**src/common/ctw_pkg.sv**
```systemverilog
/*
 * Package for the clock timer: register indices, field positions,
 * reset values, tick timing and the packed state record.
 * Assumes a 100 MHz core clock and a 32-bit Avalon-MM register bus.
 */
package ctw_pkg;

    // ********************************************************
    // Clock and tick timing
    // ********************************************************
    localparam int          CORE_CLK_HZ  = 100_000_000;
    localparam int          TICK_HZ      = 256;
    localparam int          TICK_CYCLES  = CORE_CLK_HZ / TICK_HZ;
    localparam int          DIV_W        = 19;

    // ********************************************************
    // Register indices; byte address is four times the index
    // ********************************************************
    localparam int          ADDR_W       = 18;
    localparam logic [23:0] IDX_PRIO     = 24'h00_ff20;
    localparam logic [23:0] IDX_ENABLE   = 24'h00_ff22;
    localparam logic [23:0] IDX_FLAGS    = 24'h00_ff24;
    localparam logic [23:0] IDX_CTRL     = 24'h00_ff40;
    localparam logic [23:0] IDX_COUNT    = 24'h00_ff41;

    // ********************************************************
    // Field positions
    // ********************************************************
    localparam int          CTRL_RUN_BIT   = 0;
    localparam int          CTRL_CLEAR_BIT = 1;
    localparam int          TAP_1HZ        = 7;
    localparam int          TAP_2HZ        = 6;
    localparam int          TAP_8HZ        = 4;
    localparam int          TAP_32HZ       = 2;

    // ********************************************************
    // Reset values
    // ********************************************************
    localparam logic [7:0]  COUNT_RST    = 8'h00;
    localparam logic [1:0]  PRIO_RST     = 2'h0;
    localparam logic [3:0]  ENABLE_RST   = 4'h0;
    localparam logic [3:0]  FLAGS_RST    = 4'h0;

    // Complete state of the timer block
    typedef struct packed {
        logic [DIV_W-1:0] div_cnt;
        logic [7:0]       tick_count_bits;
        logic             run_written;
        logic             run_active;
        logic [1:0]       tick_irq_level;
        logic [3:0]       irq_enable;
        logic [3:0]       irq_flag;
        logic             bus_ack;
        logic [7:0]       rd_data;
    } ctw_state_s;

endpackage : ctw_pkg

```
**src/rtl/ctw_clock_timer.sv**
```systemverilog
/*
 * Clock timer: 8-bit up-counter on a 256 Hz tick, run/stop and clear
 * control, four tap interrupt flags with enables and a priority level.
 * Assumes a single 100 MHz core clock, an Avalon-MM master that holds
 * its request until waitrequest is low, and a CPU mask level input
 * driven from logic on the same clock.
 */
`timescale 1ns/100ps

// Behaviour
// Eight-bit binary up-counter advanced by a 256 Hz tick divided down.
// All count bits readable; bit 0 toggles at 128 Hz, bit 7 at 1 Hz.
// Count register is read-only and clears to zero at reset.
// Writing one to clear zeroes the count; running continues, stopped holds.
// Clear bit is write-only, reads zero, and writing zero does nothing.
// Run bit one counts, zero stops and keeps the count for resuming.
// Run bit resets to zero, meaning stopped.
// A run bit change acts only at the next 256 Hz falling edge.
// After writing stop, one more increment; run reads one until stopped.
// Two-bit priority field selects level 0 to 3, resets to level 0.
// Four read-write enables for 1, 2, 8, 32 Hz, reset disabled.
// Each flag sets at the falling edge of its 1, 2, 8, 32 Hz tap.
// Flags set whatever the enables or priority level are.
// Request CPU only if flag, enable set and level exceeds CPU mask.
// Writing one clears a flag, zero leaves it; flags reset to zero.
// Software stops the timer before sleep; running through sleep is unsafe.
// Count wraps from 0xFF to zero, giving the 1 Hz period on bit 7.
module ctw_clock_timer
    import ctw_pkg::*;
#(
    parameter int TICK_DIV = TICK_CYCLES
) (
    input  wire logic              core_clk_i,
    input  wire logic              rst_i,
    input  wire logic [ADDR_W-1:0] avs_address_i,
    input  wire logic              avs_read_i,
    input  wire logic              avs_write_i,
    input  wire logic [31:0]       avs_writedata_i,
    input  wire logic [3:0]        avs_byteenable_i,
    output logic      [31:0]       avs_readdata_o,
    output logic                   avs_waitrequest_o,
    input  wire logic [1:0]        cpu_mask_level_i,
    output logic                   tick_irq_o,
    output logic                   tick_irq_req_o,
    output logic      [1:0]        tick_irq_level_o
);

    // ********************************************************
    // State and decode
    // ********************************************************
    ctw_state_s       st;
    ctw_state_s       next_st;

    logic             req;
    logic             acc;
    logic             wr_acc;
    logic             wr_lo;
    logic [7:0]       wr_byte;
    logic             tick;
    logic             do_inc;
    logic             do_clear;
    logic [7:0]       inc_val;
    logic [7:0]       falls;
    logic [3:0]       flag_set;
    logic             sel_prio;
    logic             sel_enable;
    logic             sel_flags;
    logic             sel_ctrl;
    logic             sel_count;

    // Registers sit one per word, so each index is a word address
    assign sel_prio   = ({6'h00, avs_address_i} == {IDX_PRIO[21:0],   2'b00});
    assign sel_enable = ({6'h00, avs_address_i} == {IDX_ENABLE[21:0], 2'b00});
    assign sel_flags  = ({6'h00, avs_address_i} == {IDX_FLAGS[21:0],  2'b00});
    assign sel_ctrl   = ({6'h00, avs_address_i} == {IDX_CTRL[21:0],   2'b00});
    assign sel_count  = ({6'h00, avs_address_i} == {IDX_COUNT[21:0],  2'b00});

    // Every access takes exactly one wait cycle so read data is a flop
    assign req               = avs_read_i | avs_write_i;
    assign acc               = req & st.bus_ack;
    assign avs_waitrequest_o = req & ~st.bus_ack;
    assign wr_acc            = acc & avs_write_i;
    assign wr_lo             = wr_acc & avs_byteenable_i[0];
    assign wr_byte           = avs_writedata_i[7:0];

    // ********************************************************
    // Tick generation and counting
    // ********************************************************

    // One enable pulse per 256 Hz period stands for its falling edge
    assign tick     = (st.div_cnt == DIV_W'(TICK_DIV - 1));
    assign do_clear = wr_lo & sel_ctrl & wr_byte[CTRL_CLEAR_BIT];
    // Count uses the run state before this edge, so a stop still increments
    assign do_inc   = tick & st.run_active;
    assign inc_val  = st.tick_count_bits + 8'h01;
    // A tap falls where the increment carries a one to zero
    assign falls    = do_inc ? (st.tick_count_bits & ~inc_val) : 8'h00;
    assign flag_set = {falls[TAP_32HZ], falls[TAP_8HZ],
                       falls[TAP_2HZ], falls[TAP_1HZ]};

    // Next-state logic for the whole block
    always_comb begin
        next_st = st;

        // Divider free-runs; it is the low-speed time base
        if (tick) begin
            next_st.div_cnt = '0;
        end else begin
            next_st.div_cnt = st.div_cnt + DIV_W'(1);
        end

        // Clear wins over a coinciding increment and leaves run alone
        if (do_clear) begin
            next_st.tick_count_bits = COUNT_RST;
        end else if (do_inc) begin
            next_st.tick_count_bits = inc_val;
        end

        // Written run value is taken over only on the tick
        if (wr_lo && sel_ctrl) begin
            next_st.run_written = wr_byte[CTRL_RUN_BIT];
        end
        if (tick) begin
            next_st.run_active = st.run_written;
        end

        if (wr_lo && sel_prio) begin
            next_st.tick_irq_level = wr_byte[1:0];
        end
        if (wr_lo && sel_enable) begin
            next_st.irq_enable = wr_byte[3:0];
        end

        // Write-one clears, but a new tap edge in that cycle wins
        next_st.irq_flag = st.irq_flag;
        if (wr_lo && sel_flags) begin
            next_st.irq_flag = st.irq_flag & ~wr_byte[3:0];
        end
        next_st.irq_flag = next_st.irq_flag | flag_set;

        // Acknowledge one cycle after the request arrives
        next_st.bus_ack = req & ~st.bus_ack;

        // Read data captured during the wait cycle; unmapped reads zero
        next_st.rd_data = 8'h00;
        if (avs_read_i && !st.bus_ack) begin
            case (1'b1)
                sel_prio: begin
                    next_st.rd_data = {6'h00, st.tick_irq_level};
                end
                sel_enable: begin
                    next_st.rd_data = {4'h0, st.irq_enable};
                end
                sel_flags: begin
                    next_st.rd_data = {4'h0, st.irq_flag};
                end
                sel_ctrl: begin
                    // Clear reads zero; run reads one until the stop lands
                    next_st.rd_data = {7'h00, st.run_written | st.run_active};
                end
                sel_count: begin
                    next_st.rd_data = st.tick_count_bits;
                end
                default: begin
                    next_st.rd_data = 8'h00;
                end
            endcase
        end
    end

    // State register, asynchronous reset to constants only
    always_ff @(posedge core_clk_i or posedge rst_i) begin
        if (rst_i) begin
            st.div_cnt         <= '0;
            st.tick_count_bits <= COUNT_RST;
            st.run_written     <= 1'b0;
            st.run_active      <= 1'b0;
            st.tick_irq_level  <= PRIO_RST;
            st.irq_enable      <= ENABLE_RST;
            st.irq_flag        <= FLAGS_RST;
            st.bus_ack         <= 1'b0;
            st.rd_data         <= 8'h00;
        end else begin
            st <= next_st;
        end
    end

    // ********************************************************
    // Outputs
    // ********************************************************

    // Level 0 never exceeds any mask, so it never requests
    assign avs_readdata_o   = {24'h00_0000, st.rd_data};
    assign tick_irq_o       = |(st.irq_flag & st.irq_enable);
    assign tick_irq_req_o   = tick_irq_o &&
                              (st.tick_irq_level > cpu_mask_level_i);
    assign tick_irq_level_o = st.tick_irq_level;
endmodule : ctw_clock_timer

```
**config.mk**
```make
export PLATFORM = sky130hd
export DESIGN_NAME = ctw_clock_timer
export DESIGN_NICKNAME = d
export VERILOG_FILES = /design/src/common/ctw_pkg.sv /design/src/rtl/ctw_clock_timer.sv
export SDC_FILE = /design/constraint.sdc
export NUM_CORES = 1
export LEC_CHECK = 0
export ABC_AREA = 1
export BUFFER_PORTS_ARGS = -buffer_cell sky130_fd_sc_hd__buf_2
export CAP_MARGIN = 20
export CORE_MARGIN = 3
export CORE_UTILIZATION = 58
export CTS_BUF_LIST = sky130_fd_sc_hd__clkbuf_2
export CTS_CLUSTER_SIZE = 40
export DETAILED_ROUTE_END_ITERATION = 10
export HOLD_SLACK_MARGIN = 0.05
export PLACE_DENSITY = 0.95
export SYNTH_ARGS = -nofsm -noshare
export SYNTH_HDL_FRONTEND = slang
export SYNTH_SLANG_ARGS = --single-unit
export TNS_END_PERCENT = 100
```
**constraint.sdc**
```tcl
create_clock -name core_clk_i -period 2.2 [get_ports core_clk_i]
set_clock_uncertainty 0.05 [all_clocks]
set_input_delay 0.44 -clock core_clk_i [delete_from_list [all_inputs] [get_ports core_clk_i]]
set_output_delay 0.44 -clock core_clk_i [all_outputs]
set_load 0.02 [all_outputs]
```
==> flow_summary.yaml, run 1 <==
timing:
  maxSlewViolCount: 0
  layout_setup_ws_ps: 62.7
  rsz0062_at_grt: "false"
  setup_viol: 0
  worst_pin_slew_ps: 528
  finalHoldViolCount: 0
  fmax_mhz: 468
  fin_tns_setup_ps: 0
  relSlewSlack_pct: 64.7
  whs_ps: 199
  min_period_ps: 2140
  finalCritPeriodShare_pct: 97.1
detailed_routing:
  vias: 2736
  drt_first_iter_violations: 185
  routedWlPerCell_um: 11.9
  dr.pass1.iters: 6
  wl_mm: 6.33
  postRouteAntennaNets: 0
  post-route-drc-count: 0
  vias_per_cell: 5.12
worst_setup_path:
  criticalPathCategory: "flop to primary output"
  end_kind: "primary output"
  worstSetupStartpointType: "flop"
  cp_top_family: "flip-flops"
  cp_slowest_cell: "dfrtp_1"
  path_max_fanout: 2
  cp_cell_sequence: "ha_1 > a211oi_1 > buf_2"
  cp_num_buf_inv: 1
  worstPathArrival_ps: 1650
  cpPeakStageDelay_ps: 450
  crit_required_ps: 1710
cts:
  worstSkewPairLatency_ps: 440
  clk_pin_slew_ps: 250
  htree_levels: 2
  root_buffer: "clkbuf_2"
  cts_num_sinks: 48
  clockBufferDepth: 2
  cts_tree: "yes"
  cts_buffers: 5
finish:
  final_cells: 534
  diodes: 0
  final_cell_mix: "75 x nand2_1, 67 x inv_1, 48 x dfrtp_1, 42 x nor2_1, 41 x buf_2"
  layout.nets: 532
  syn_to_final_growth_pct: 6.87
  layout_commonest_cell: "nand2_1"
  drive_above_1_share_pct: 18.8
die:
  die_w_um: 79.7
  rows: 26
  start_util_pct: 60.9
  core-area_um2: 5170
  pin_count: 97
  die-height_um: 79.7
  die_area_um2: 6350
place:
  pre_cts_slack_ps: 357
  hpwl_mm: 5.01
  port_buffers: 41
  dp.cells: 520
  place.gp.congestion: 0.911
yosys:
  syn_area_um2: 3150
  syn-instance-count: 421
  synth_edf_count: 0
  yosys_warnings: 0
  synth.distinct_cells: 33
  synth_ff_type: "dfrtp_1"
  yosysSeqAreaShare_pct: 38.1
  async_reset_ff_share_pct: 100
  syn_avg_cell_area_um2: 7.48
  ys_ff_latch: 48
pwr:
  p_leak_nw: 1.85
  combPwrFrac_pct: 9.6
  p_seq_share_pct: 64.6
  power_density_nw_per_um2: 409
  vdd.ir_drop.worst_mv: 0.241
  switching_share_pct: 27.3
  netSwitchingPower_uw: 375
  clock_power_share_pct: 25.8
  internal_power_mw: 1.00
global_routing:
  track_usage_pct: 21.2
  grt_max_degree: 26
  grt_antenna_before_repair: 0
  first_global_vias: 2395
  grt_pass1_wl_mm: 10.6
  gr-total-overflow: 0
hold_path:
  hold_class: "input pin to flop"
outcome:
  run_status: "completed"
job:
  max_cap_violations: 0
## power groups by stage
stage	Sequential (mW)	Combinational, mW	Clock (mW)
after floorplan	0.902	0.116	0
after global placement	0.902	0.126	0
after detailed placement	0.903	0.130	0
after CTS	0.888	0.131	0.362
after global routing	0.889	0.147	0.405
final	0.888	0.132	0.355
## layer usage
layer	wire [um]	up-vias	part of all wire, %	track usage, %
met5	0	-	0	0
met4	121	0	1.9	8.08
met3	482	13	7.6	3.95
met2	3160	131	50	36.0
met1	2570	1237	41	26.6
li1	-	1355	-	-
## final cells by class
type / instances / area [um2]
clock buffers: 6 / 30.0
clock inverters: 2 / 11.3
fillers: 406 / 1810
inverters: 79 / 297
multi-input cells: 281 / 1470
flip-flops and latches: 48 / 1200
well taps: 70 / 87.6
repair buffers: 48 / 273
## state kept, by name, summed over array words and instances (netlist names)
name / flops
tick_irq_level_o: 2
avs_readdata_o: 8
st: 38
## through the flow
stage | power [mW] | cell area (um2) | util, %
after detailed placement | 1.03 | 3270 | 63.2
after floorplan | 1.02 | 3240 | -
after global placement | 1.03 | 3270 | 63.2
after CTS | 1.38 | 3330 | 64.4
after global routing | 1.44 | 3370 | 65.1
final | 1.38 | 3370 | 65.1
## worst register-to-register path: cells and delay by family, from the launching register on
family / cells / cell delay, ps
simple gates: 6 / 800
flops: 1 / 480
buf+inv: 2 / 250
fa+ha+maj: 1 / 180
## cell usage after synthesis, types with 2 or more instances
| library cell | instances | area, um2 |
|---|---|---|
| nand2_1 | 75 | 282 |
| inv_1 | 68 | 255 |
| dfrtp_1 | 48 | 1200 |
| nor2_1 | 42 | 158 |
| nand3_1 | 40 | 200 |
| buf_4 | 34 | 255 |
| o21ai_0 | 16 | 80.1 |
| nor3_1 | 13 | 65.1 |
| inv_2 | 10 | 37.5 |
| nand4_1 | 10 | 62.6 |
| a21oi_1 | 9 | 45.0 |
| ha_1 | 9 | 113 |
| o21ai_1 | 7 | 35.0 |
| xor2_1 | 7 | 61.3 |
| nand2_2 | 5 | 31.3 |
| nor2_4 | 5 | 56.3 |
| nor2_2 | 3 | 18.8 |
| buf_6 | 2 | 22.5 |
| nor3_2 | 2 | 20.0 |
| nor3_4 | 2 | 32.5 |
| xnor2_1 | 2 | 17.5 |
## cell families (layout without fill, tap and decap cells)
family / Yosys count / count (layout) / share of synthesized area [%]
fa+ha+maj: 9 / 9 / 3.58
flops: 48 / 48 / 38.1
buf+inv: 115 / 135 / 18.2
simple gates: 203 / 203 / 31.3
compound gates: 36 / 36 / 6.08
xor+xnor: 9 / 9 / 2.50
other cells: 1 / 24 / 0.119
## timing repair
| item | CTS | global route |
|---|---|---|
| endpoints found under the hold margin | 24 | 0 |
| buffers inserted | 1 | 4 |
| pin swaps | 0 | 1 |
| resized for setup | 0 | 1 |
| hold buffers | 1 | 0 |
| setup endpoints to repair | 1 | 1 |
| cloned | 0 | 0 |
## worst paths after layout
check / start / end / slack (ps) / cells past startpoint
min in group asynchronous: rst_i / avs_readdata_o[4]$_DFF_PP0_ / 480 / 3
worst min register to register: st[8]$_DFF_PP0_ / st[8]$_DFF_PP0_ / 440 / 1
max in group asynchronous: rst_i / st[38]$_DFF_PP0_ / 1070 / 4
worst max-delay path: tick_irq_level_o[1]$_DFFE_PP0P_ / tick_irq_req_o / 60 / 3
worst min-delay path: avs_writedata_i[2] / st[15]$_DFFE_PP0P_ / 200 / 3
worst max register to register: st[29]$_DFF_PP0_ / st[28]$_DFFE_PP0P_ / 350 / 9
Power figures use the tool's default switching activity.
==> run 2, diff against run 1 <==
Settings changed: CORE_MARGIN 3 to default, GPL_ROUTABILITY_DRIVEN from default to 1.
==> flow_summary.yaml, run 2 (same netlist as run 1, synthesis figures left out) <==
outcome:
  run_status: "completed"
finish:
  layout_commonest_cell: "nand2_1"
  layout.nets: 527
  diodes: 0
  largest_register_ffs: 38
  final_cell_mix: "75 x nand2_1, 67 x inv_1, 48 x dfrtp_1, 42 x nor2_1"
  top_register: "st"
  final_core_util_pct: 64.4
  nFillCells: 412
  drive_above_1_share_pct: 18.3
  multi_input_area_um2: 1480
  syn_to_final_growth_pct: 5.72
  seqCellArea_um2: 1200
worst_setup_path:
  worstPathArrival_ps: 1590
  cp_cell_sequence: "ha_4 > a21oi_1 > a211oi_2 > buf_4"
  worstSetupStartpointType: "flop"
  cp_slowest_cell: "dfrtp_1"
  path_max_fanout: 3
  end_kind: "primary output"
  criticalPathCategory: "flop to primary output"
  cpPeakStageDelay_ps: 480
  crit_required_ps: 1710
cts:
  cts_num_sinks: 48
  postCtsHoldBufs: 0
  clk_pin_slew_ps: 260
  clockBufferDepth: 2
  htree_levels: 2
  cts_tree: "yes"
  cts_buffers: 5
  root_buffer: "clkbuf_2"
  worstSkewPairLatency_ps: 440
detailed_routing:
  wl_mm: 6.15
  vias: 2724
  routedWlPerCell_um: 11.6
  post-route-drc-count: 0
  drt_first_iter_violations: 211
  postRouteAntennaNets: 0
  dr.pass1.iters: 7
  vias_per_cell: 5.15
place:
  hpwl_mm: 4.92
  place.gp.congestion: 0.956
  port_buffers: 41
timing:
  finalHoldViolCount: 0
  rsz0062_at_grt: "false"
  worst_pin_slew_ps: 592
  maxSlewViolCount: 0
  min_period_ps: 2080
  relSlewSlack_pct: 60.6
  finalCritPeriodShare_pct: 94.7
  setup_viol: 0
  fin_tns_setup_ps: 0
  fmax_mhz: 480
global_routing:
  grt_pass1_wl_mm: 10.2
  grt_max_degree: 49
  first_global_vias: 2446
  gr-total-overflow: 0
  grt_antenna_before_repair: 0
  track_usage_pct: 23.2
die:
  rows: 26
  start_util_pct: 60.9
  core-area_um2: 5170
  die-height_um: 75.7
  die_w_um: 75.7
  die_area_um2: 5730
  pin_count: 97
pwr:
  power_density_nw_per_um2: 415
  p_leak_nw: 1.81
  vdd.ir_drop.worst_mv: 0.213
  p_total_mw: 1.38
hold_path:
  hold_class: "input pin to asynchronous set/reset pin"
job:
  max_cap_violations: 0
-- run 2: report_power, final --
part	internal (mW)	switching, mW	leakage, nW
clock	0.0734	0.291	0.0226
combinational	0.0325	0.0966	1.15
sequential	0.886	0.00173	0.634
total	0.992	0.389	1.81
-- run 2: worst paths after layout --
path | startpoint | endpoint | slack (ps) | cells after the start
max | tick_irq_level_o[1]$_DFFE_PP0P_ | tick_irq_req_o | 120 | 4
min | rst_i | avs_readdata_o[4]$_DFF_PP0_ | 50 | 3
max reg2reg | st[29]$_DFF_PP0_ | st[21]$_DFFE_PP0P_ | 310 | 9
min reg2reg | st[8]$_DFF_PP0_ | st[8]$_DFF_PP0_ | 450 | 1
max in group asynchronous | rst_i | st[19]$_DFFE_PP0N_ | 1620 | 3
min in group core_clk_i | avs_writedata_i[3] | st[16]$_DFFE_PP0P_ | 180 | 3
-- run 2: what timing repair did --
item                                    in CTS  in global routing
gates resized for setup                      0                  3
endpoints found under the setup margin       0                  1
buffers inserted                             0                  1
-- run 2: layout make-up --
type | count | share of cell area, %
tap | 70 | 2.63
inverter | 79 | 8.91
sequential | 48 | 36.1
clock buffer | 5 | 0.752
timing repair buffer | 43 | 6.69
multi-input combinational | 281 | 44.4
clock inverter | 3 | 0.564
-- run 2: routing by layer --
| layer | vias to the layer above | GRT usage (%) | share of wire (%) |
|---|---|---|---|
| li1 | 1351 | - | - |
| met1 | 1256 | 29.0 | 42 |
| met2 | 99 | 41.3 | 51 |
| met3 | 18 | 2.12 | 4.3 |
| met4 | 0 | 9.67 | 2.3 |
| met5 | - | 0 | 0 |
-- run 2: critical path: cells and delay by family, from the launching register on --
kind | cells | cell delay, ps
buffers and inverters | 1 | 160
adder cells (fa/ha/maj) | 1 | 290
flip-flops | 1 | 480
AO/OA/AOI/OAI | 2 | 220
-- run 2: metrics by stage --
stage / cells / cell area, um2 / hold slack, ps / setup WS (ps)
floorplan: 444 / 3240 / 403 / 349
global placement: 520 / 3260 / 395 / 428
detailed placement: 520 / 3260 / 410 / 353
CTS: 528 / 3300 / 81.0 / 27.6
global route: 529 / 3330 / 97.8 / 16.4
finish: 529 / 3330 / 49.0 / 116
